[src/core/pcs_map.svh]
// Purpose: Offsets, field positions, reset values and codes of the
//          configuration command and status registers.
// Assumes: Byte offsets within the function's configuration space.
// Notes:   Definitions only.
`ifndef PCS_MAP_SVH
`define PCS_MAP_SVH

// Function number that owns these registers
`define PCS_FUNC_NUM        3'h2

// Register offsets (bytes); both share one configuration dword
`define PCS_CMD_OFFSET      8'h04
`define PCS_STAT_OFFSET     8'h06

// Reset values
`define PCS_CMD_RESET       16'h0000
`define PCS_STAT_RESET      16'h0210

// Writable command bits: 8, 6, 4, 2, 1
`define PCS_CMD_WMASK       16'h0156

// Command field positions
`define PCS_CMD_IO          0
`define PCS_CMD_MEM         1
`define PCS_CMD_MASTER      2
`define PCS_CMD_SPECIAL     3
`define PCS_CMD_MWI         4
`define PCS_CMD_PALETTE     5
`define PCS_CMD_PERR        6
`define PCS_CMD_STEP        7
`define PCS_CMD_SERR        8
`define PCS_CMD_B2B         9

// Status field positions
`define PCS_ST_CAPABILITY_CHAIN_PRESENT      4
`define PCS_ST_FASTCLK      5
`define PCS_ST_UDF          6
`define PCS_ST_B2B_CAP      7
`define PCS_ST_MDPAR        8
`define PCS_ST_DEVSEL_LO    9
`define PCS_ST_DEVSEL_HI    10
`define PCS_ST_STA          11
`define PCS_ST_RTA          12
`define PCS_ST_RMA          13
`define PCS_ST_SSE          14
`define PCS_ST_DPE          15

// Fixed field values
`define PCS_DEVSEL_MEDIUM   2'h1
`define PCS_BUSCMD_MEMWR    4'h7
`define PCS_BUSCMD_MWI      4'hF

// Number of sticky status flags
`define PCS_NUM_FLAGS       6

`endif

[src/core/pcs_pkg.sv]
// Purpose: Types shared by the command and status register block.
// Assumes: Nothing beyond the map header.
// Notes:   Constants live in pcs_map.svh.
`default_nettype none

package pcs_pkg;

  typedef logic [31:0] pcs_word_t;
  typedef logic [15:0] pcs_half_t;
  typedef logic [3:0]  pcs_be_t;
  typedef logic [3:0]  pcs_buscmd_t;

  typedef enum logic {
    pcs_cfg_idle,
    pcs_cfg_answer
  } pcs_cfg_state_t;

endpackage

`default_nettype wire

[src/core/pcs_cmd_status.sv]
// Purpose: Configuration command and status registers of one PCI
//          function, with the enable gating that they steer.
// Assumes: Configuration requests and bus events come from logic on
//          core_clk; only the shared PERR wire comes from outside.
// Notes:   One request in flight; answered one cycle after it is taken.
//
// Contract
// - Command bits 15..10 read zero
// - Fast back-to-back enable reads zero, never used
// - SERR driver enabled by system error enable
// - Stepping control fixed at zero
// - PERR driven on parity errors only if enabled
// - Palette snoop enable reads zero
// - Invalidate enable picks MWI, else memory write
// - Special cycle enable zero, special cycles ignored
// - Initiate cycles only while initiator enabled
// - Claim memory cycles only while memory enabled
// - I/O enable zero, no I/O response
// - Command at offset 4 resets to zero
// - Address or data parity error sets detected flag
// - System error signalled while enabled sets flag
// - Own cycle master abort sets flag
// - Own cycle target abort sets flag
// - Target abort issued by us sets flag
// - Device select timing reads 01, medium
// - PERR while mastering and enabled sets flag
// - Back-to-back, USER_FEATURE_SUPPORT, fast clock bits read zero
// - Capability list bit reads one
// - Status bits 3..0 read zero
// - Registers answer only function two accesses
`include "pcs_map.svh"
`timescale 1ns/1ns
`default_nettype none

module pcs_cmd_status
(
  input  wire logic               core_clk,
  input  wire logic               rst,
  // Configuration access
  input  wire logic               cfg_req,
  input  wire logic               cfg_write,
  input  wire logic [2:0]         cfg_func,
  input  wire logic [7:0]         cfg_addr,
  input  wire pcs_pkg::pcs_be_t   cfg_be,
  input  wire pcs_pkg::pcs_word_t cfg_wdata,
  output var  pcs_pkg::pcs_word_t cfg_rdata_reg,
  output var  logic               cfg_ack_reg,
  // Bus events from the interface logic
  input  wire logic               addr_parity_err,
  input  wire logic               data_parity_err,
  input  wire logic               master_data_phase,
  input  wire logic               master_abort_evt,
  input  wire logic               target_abort_rcvd_evt,
  input  wire logic               target_abort_sig_evt,
  // Shared parity error wire, active low
  input  wire logic               perr_bus_n,
  output var  logic               perr_out_n_reg,
  output var  logic               perr_oe_n_reg,
  output var  logic               serr_out_n_reg,
  output var  logic               serr_oe_n_reg,
  // Initiator side
  input  wire logic               initiator_req,
  input  wire logic               initiator_wants_mwi,
  output var  logic               initiator_go_reg,
  output var  pcs_pkg::pcs_buscmd_t initiator_cmd_reg,
  output var  logic               back_to_back_gen_reg,
  output var  logic               stepping_reg,
  // Target side
  input  wire logic               memory_hit,
  input  wire logic               io_hit,
  input  wire logic               special_cycle_hit,
  output var  logic               memory_claim_reg,
  output var  logic               io_claim_reg,
  output var  logic               special_claim_reg,
  output var  logic [1:0]         devsel_timing_reg
);

  import pcs_pkg::*;

  ////////////////////////////////////////////////////////////////////////
  // Decode

  // Both registers sit in the same dword; low address bits are ignored, byte enables select lanes
  function automatic logic hits_dword(input logic [7:0] addr,
                                      input logic [7:0] offset);
    hits_dword = (addr[7:2] == offset[7:2]);
  endfunction

  pcs_cfg_state_t cfg_state_reg;
  pcs_cfg_state_t cfg_state_next;
  logic           cfg_take;
  logic           cmd_write;
  logic           stat_write;
  pcs_half_t      cmd_reg;
  pcs_half_t      cmd_next;
  pcs_half_t      stat_view;
  pcs_half_t      stat_clear_bits;

  assign cfg_take = cfg_req
                    && (cfg_func == `PCS_FUNC_NUM)
                    && (cfg_state_reg == pcs_cfg_idle);

  always_comb
  begin
    cmd_write  = 1'b0;
    stat_write = 1'b0;
    if (cfg_take && cfg_write && hits_dword(cfg_addr, `PCS_CMD_OFFSET))
    begin
      cmd_write  = 1'b1;
    end
    if (cfg_take && cfg_write && hits_dword(cfg_addr, `PCS_STAT_OFFSET))
    begin
      stat_write = 1'b1;
    end
  end

  ////////////////////////////////////////////////////////////////////////
  // Access sequencer

  always_comb
  begin
    cfg_state_next = cfg_state_reg;
    case (cfg_state_reg)
      pcs_cfg_idle:
      begin
        if (cfg_take)
          cfg_state_next = pcs_cfg_answer;
      end
      pcs_cfg_answer:
      begin
        cfg_state_next = pcs_cfg_idle;
      end
      default:
      begin
        cfg_state_next = pcs_cfg_idle;
      end
    endcase
  end

  always_ff @(posedge core_clk)
  begin
    if (rst)
      cfg_state_reg <= pcs_cfg_idle;
    else
      cfg_state_reg <= cfg_state_next;
  end

  always_ff @(posedge core_clk)
  begin
    if (rst)
      cfg_ack_reg <= 1'b0;
    else
      cfg_ack_reg <= cfg_take;
  end

  // Unmapped dwords of this function read as zero
  always_ff @(posedge core_clk)
  begin
    if (rst)
      cfg_rdata_reg <= 32'h0000_0000;
    else if (cfg_take && !cfg_write)
    begin
      if (hits_dword(cfg_addr, `PCS_CMD_OFFSET))
        cfg_rdata_reg <= {stat_view, cmd_reg};
      else
        cfg_rdata_reg <= 32'h0000_0000;
    end
  end

  ////////////////////////////////////////////////////////////////////////
  // Command register

  // Only bits 8, 6, 4, 2 and 1 store; all else stays zero
  always_comb
  begin
    cmd_next = cmd_reg;
    if (cmd_write)
    begin
      if (cfg_be[0])
        cmd_next[7:0] = cfg_wdata[7:0];
      if (cfg_be[1])
        cmd_next[15:8] = cfg_wdata[15:8];
    end
    cmd_next = cmd_next & `PCS_CMD_WMASK;
  end

  always_ff @(posedge core_clk)
  begin
    if (rst)
      cmd_reg <= `PCS_CMD_RESET;
    else
      cmd_reg <= cmd_next;
  end

  ////////////////////////////////////////////////////////////////////////
  // Shared PERR wire synchroniser

  logic perr_meta_n;
  logic perr_sync_n;

  always_ff @(posedge core_clk)
  begin
    if (rst)
    begin
      perr_meta_n <= 1'b1;
      perr_sync_n <= 1'b1;
    end
    else
    begin
      perr_meta_n <= perr_bus_n;
      perr_sync_n <= perr_meta_n;
    end
  end

  // Delay the master flag to line up with the synchronised wire
  logic [1:0] master_phase_dly;

  always_ff @(posedge core_clk)
  begin
    if (rst)
      master_phase_dly <= 2'h0;
    else
      master_phase_dly <= {master_phase_dly[0], master_data_phase};
  end

  ////////////////////////////////////////////////////////////////////////
  // Error pin drivers

  logic serr_fire;
  logic perr_fire;

  assign serr_fire = addr_parity_err && cmd_reg[`PCS_CMD_SERR];
  assign perr_fire = data_parity_err && cmd_reg[`PCS_CMD_PERR];

  // Open drain: drive low for one cycle, float otherwise
  always_ff @(posedge core_clk)
  begin
    if (rst)
    begin
      serr_out_n_reg <= 1'b1;
      serr_oe_n_reg  <= 1'b1;
    end
    else
    begin
      serr_out_n_reg <= !serr_fire;
      serr_oe_n_reg  <= !serr_fire;
    end
  end

  always_ff @(posedge core_clk)
  begin
    if (rst)
    begin
      perr_out_n_reg <= 1'b1;
      perr_oe_n_reg  <= 1'b1;
    end
    else
    begin
      perr_out_n_reg <= !perr_fire;
      perr_oe_n_reg  <= !perr_fire;
    end
  end

  ////////////////////////////////////////////////////////////////////////
  // Sticky status flags

  // Flag order: master parity, sig target abort, rcvd target abort,
  // rcvd master abort, sig system error, detected parity
  localparam int FLAG_POS [`PCS_NUM_FLAGS] = '{
    `PCS_ST_MDPAR, `PCS_ST_STA, `PCS_ST_RTA,
    `PCS_ST_RMA,   `PCS_ST_SSE, `PCS_ST_DPE
  };

  logic [`PCS_NUM_FLAGS-1:0] flag_set;
  logic [`PCS_NUM_FLAGS-1:0] flag_clear;
  logic [`PCS_NUM_FLAGS-1:0] flag_q;
  logic                      mdpar_event;

  // Own detection while mastering, or any agent's PERR seen late
  assign mdpar_event = cmd_reg[`PCS_CMD_PERR]
                       && ((data_parity_err && master_data_phase)
                           || (!perr_sync_n && master_phase_dly[1]));

  assign flag_set[0] = mdpar_event;
  assign flag_set[1] = target_abort_sig_evt;
  assign flag_set[2] = target_abort_rcvd_evt;
  assign flag_set[3] = master_abort_evt;
  assign flag_set[4] = serr_fire;
  assign flag_set[5] = addr_parity_err || data_parity_err;

  always_comb
  begin
    stat_clear_bits = 16'h0000;
    if (stat_write)
    begin
      if (cfg_be[2])
        stat_clear_bits[7:0] = cfg_wdata[23:16];
      if (cfg_be[3])
        stat_clear_bits[15:8] = cfg_wdata[31:24];
    end
  end

  genvar gi;
  generate
    for (gi = 0; gi < `PCS_NUM_FLAGS; gi++)
    begin : g_flag
      assign flag_clear[gi] = stat_clear_bits[FLAG_POS[gi]];
      pcs_sticky_flag u_flag
      (
        .core_clk    (core_clk),
        .rst         (rst),
        .set_pulse   (flag_set[gi]),
        .clear_pulse (flag_clear[gi]),
        .flag_reg    (flag_q[gi])
      );
    end
  endgenerate

  // Fixed bits come from the reset pattern; zero elsewhere
  always_comb
  begin
    stat_view = `PCS_STAT_RESET;
    for (int i = 0; i < `PCS_NUM_FLAGS; i++)
    begin
      stat_view[FLAG_POS[i]] = flag_q[i];
    end
  end

  ////////////////////////////////////////////////////////////////////////
  // Enable gating toward the bus logic

  always_ff @(posedge core_clk)
  begin
    if (rst)
    begin
      initiator_go_reg  <= 1'b0;
      initiator_cmd_reg <= `PCS_BUSCMD_MEMWR;
    end
    else
    begin
      initiator_go_reg <= initiator_req && cmd_reg[`PCS_CMD_MASTER];
      if (initiator_wants_mwi && cmd_reg[`PCS_CMD_MWI])
        initiator_cmd_reg <= `PCS_BUSCMD_MWI;
      else
        initiator_cmd_reg <= `PCS_BUSCMD_MEMWR;
    end
  end

  // The hardwired-zero enables still gate, so a future change of mask
  // cannot silently open a path the block does not support.
  always_ff @(posedge core_clk)
  begin
    if (rst)
    begin
      memory_claim_reg  <= 1'b0;
      io_claim_reg      <= 1'b0;
      special_claim_reg <= 1'b0;
    end
    else
    begin
      memory_claim_reg  <= memory_hit && cmd_reg[`PCS_CMD_MEM];
      io_claim_reg      <= io_hit && cmd_reg[`PCS_CMD_IO];
      special_claim_reg <= special_cycle_hit
                           && cmd_reg[`PCS_CMD_SPECIAL];
    end
  end

  always_ff @(posedge core_clk)
  begin
    if (rst)
    begin
      back_to_back_gen_reg <= 1'b0;
      stepping_reg         <= 1'b0;
      devsel_timing_reg    <= `PCS_DEVSEL_MEDIUM;
    end
    else
    begin
      back_to_back_gen_reg <= cmd_reg[`PCS_CMD_B2B];
      stepping_reg         <= cmd_reg[`PCS_CMD_STEP];
      devsel_timing_reg    <= stat_view[`PCS_ST_DEVSEL_HI:
                                        `PCS_ST_DEVSEL_LO];
    end
  end

endmodule

`default_nettype wire

[src/core/pcs_sticky_flag.sv]
// Purpose: One read/clear status flag.
// Assumes: set and clear are one-cycle pulses on core_clk.
// Notes:   A set in the clearing cycle wins, so no event is lost.
`timescale 1ns/1ns
`default_nettype none

module pcs_sticky_flag
(
  input  wire logic core_clk,
  input  wire logic rst,
  input  wire logic set_pulse,
  input  wire logic clear_pulse,
  output var  logic flag_reg
);

  always_ff @(posedge core_clk)
  begin
    if (rst)
      flag_reg <= 1'b0;
    else if (set_pulse)
      flag_reg <= 1'b1;
    else if (clear_pulse)
      flag_reg <= 1'b0;
  end

endmodule

`default_nettype wire

[config.mk]
export PLATFORM = sky130hd
export DESIGN_NAME = pcs_cmd_status
export DESIGN_NICKNAME = d
export VERILOG_FILES = /design/src/core/pcs_pkg.sv /design/src/core/pcs_cmd_status.sv /design/src/core/pcs_sticky_flag.sv
export VERILOG_INCLUDE_DIRS = /design/src /design/src/core
export SDC_FILE = /design/constraint.sdc
export NUM_CORES = 1
export LEC_CHECK = 0
export BUFFER_PORTS_ARGS = -buffer_cell sky130_fd_sc_hd__buf_2
export CORE_ASPECT_RATIO = 1.2
export CORE_UTILIZATION = 45
export CTS_BUF_LIST = sky130_fd_sc_hd__clkbuf_2 sky130_fd_sc_hd__clkbuf_4 sky130_fd_sc_hd__clkbuf_8
export DETAILED_ROUTE_END_ITERATION = 8
export GPL_TIMING_DRIVEN = 0
export PLACE_DENSITY = 0.95
export SLEW_MARGIN = 5
export SYNTH_ARGS = -nofsm -noshare
export SYNTH_HDL_FRONTEND = slang
export SYNTH_SLANG_ARGS = --single-unit
[constraint.sdc]
create_clock -name core_clk -period 3.3 [get_ports core_clk]
set_clock_uncertainty 0.05 [all_clocks]
set_input_delay 0.66 -clock core_clk [delete_from_list [all_inputs] [get_ports core_clk]]
set_output_delay 0.66 -clock core_clk [all_outputs]
set_load 0.005 [all_outputs]
==> summary.md <==
| Metric | Value |
|---|---|
| Core box area | 3140 sq um |
| Number of flip-flops in the largest register | 12 |
| Clock Latency Late Sink | 0.33 ns |
| Fin util | 0.638 |
| Synth Register Bits | 34 |
| Via density | 4.43 |
| Final min period | 1.94 ns |
| PostCTS Resize Cnt | 0 |
| Total global-route track usage | 0.183 |
| Most common library cell in the layout ignoring fill and taps | buf_2 |
| CP Capture Type | flop |
| RSZ-0062 raised after global routing | no |
| Layout cell share with drive strength beyond 1 | 0.395 |
| Final worst setup slack | 1.36 ns |
| Async set-or-reset flop fraction in the synthesized netlist | 0 |
| GR Overflow Total | 0 |
| DIE AREA | 3630 sq um |
| CTS Hold Buffers Added | 0 |
| Hold depth | 1 |
| Status | completed |
| Critical path class | input pin to flop |
| Worst-path clk slew | 0.09 ns |
| Clock sink count | 34 |
| Number of flops mapped to enable cells by yosys | 0 |
| Setup violators final | 0 |
| Clock Root Buffer | clkbuf_4 |
| Most frequent cells in the layout | 57 x buf_2, 34 x dfxtp_1, 32 x buf_4, 28 x conb_1, 18 x nand2_1 |
| Inserted Clock Buffers | 5 |
| Num ports | 112 |
| Critical Path RT | 3.47 ns |
| Leak | 0.975 nW |
| Pre-CTS WS | 1.01 ns |
| FP Rows | 22 |
| Die width | 55.2 um |
| Startpoint Class | input pin |
| Worst min path class | flop to flop |
| GPL Wtd Cong | 0.742 |
| First-pass GRT wire length | 4600 um |
| Starting Density | 0.486 |
| Inserted Diodes | 0 |
| Setup repair bufs after CTS | 0 |
| Number of max-cap violations | 0 |
| Post-Syn Area | 1530 sq um |
| DR DRC count | 0 |
| DR iter-0 viols | 17 |
| Vias in the first global route | 1,118 |
| Post-Syn Instances | 169 |
| Fmax | 516 MHz |
| Placed cell area | 1950 sq um |
| Initial antenna violation count | 0 |
| Detail Route Antenna Nets | 0 |
| Length of the first detailed-routing pass in iterations | 4 |
| Die Y | 65.8 um |
| Worst Path Arrival | 2.11 ns |
| Via Count | 1,301 |
| Largest net degree at the start of global routing | 11 |
| Synth-to-layout area growth | 31.1% |
| Synth top area share | 0.446 |
| Design area | 2000 sq um |
| TritonCTS clock tree | done |
| Slew Viols, Final | 0 |
| Average wire per standard cell | 10.3 um |
| Aggregate negative setup slack | 0 ns |
| Sequential element share of the synthesized area | 0.446 |
| Cell Pwr Density | 360 nW/um^2 |
| Synth top area cells | dfxtp_1 45%, buf_4 16%, nand2_1 4.4%, a21oi_1 4.3%, nand3_1 3.6% |
| Clk buf depth | 2 |
| Drt total wl | 3040 um |
| H-tree levels | 2 |
| Reg2reg path depth | 4 |
| VDD IR max | 0.000265 V |
| Mean Syn Cell Area | 9.03 sq um |
| Top_reg_cell synth | dfxtp_1 |
| Number of port buffers | 56 |
| Endpoints failing hold | 0 |
| Netlist cell types | 33 |
| Area leader, netlist | dfxtp_1 |
| Crit Path Max Fanout | 4 |
| Layout net count | 321 |
| DP HPWL | 2430 um |
| Synth warn | 0 |
| Final period util | 0.587 |
-- layer usage --
| metal | wire length, um | vias to the layer above | global-route usage |
|---|---|---|---|
| met2 | 1550 | 57 | 0.325 |
| met4 | 38 | 0 | 0.103 |
| met5 | 0 | - | 0 |
| li1 | - | 688 | - |
| met1 | 1210 | 553 | 0.180 |
| met3 | 234 | 3 | 0.0506 |
-- layout make-up --
cell class                 count  area [sq um]
multi-input combinational    119           657
fill                         302          1140
clock buffer                   7          52.6
tap                           36          45.0
buffer                        38           272
timing repair buffer          56           280
sequential                    34           681
inverter                       4          15.0
-- report_power, final --
part,internal [mW],switching [mW]
clock,0.0967,0.122
combinational,0.0478,0.0349
sequential,0.416,0.00310
-- critical path, cell delays in order --
cell	delay (ns)
buf_2	0.09
or4b_4	0.57
nor4_4	0.48
mux2i_1	0.24
nor2_1	0.06
-- synthesized netlist by cell type (all sizes together), types with 4 or more instances --
cell type	instances
nor3	6
clkbuf	4
dfxtp	34
nand2	18
nand3	11
a21oi	13
a31oi	4
buf	34
nor2	9
mux2i	5
inv	4
-- final timing paths --
path                                          startpoint  slack (ns)                             to
worst max-delay path                         cfg_addr[5]        1.36        cmd_reg[2]$_SDFFE_PP0P_
worst min register to register    perr_meta_n$_SDFF_PP1_        0.37         perr_sync_n$_SDFF_PP1_
worst min-delay path              perr_meta_n$_SDFF_PP1_        0.37         perr_sync_n$_SDFF_PP1_
worst max register to register  cfg_state_reg$_SDFF_PP0_        1.77  cfg_rdata_reg[8]$_SDFFE_PP0P_
-- logic make-up after synthesis --
group	share of synthesized area
flops	0.446
other cells	0.00492
mux	0.0328
buf+inv	0.188
compound gates	0.0902
simple gates	0.239
-- metrics by stage --
stage | instances | power [mW] | hold WS (ns)
after floorplan | 195 | 0.481 | 0.333
after global placement | 287 | 0.509 | 0.335
after detailed placement | 287 | 0.510 | 0.358
after CTS | 294 | 0.728 | 0.380
after global routing | 294 | 0.755 | 0.404
final | 294 | 0.720 | 0.372
Note: power is estimated with default switching activity, not from simulation.
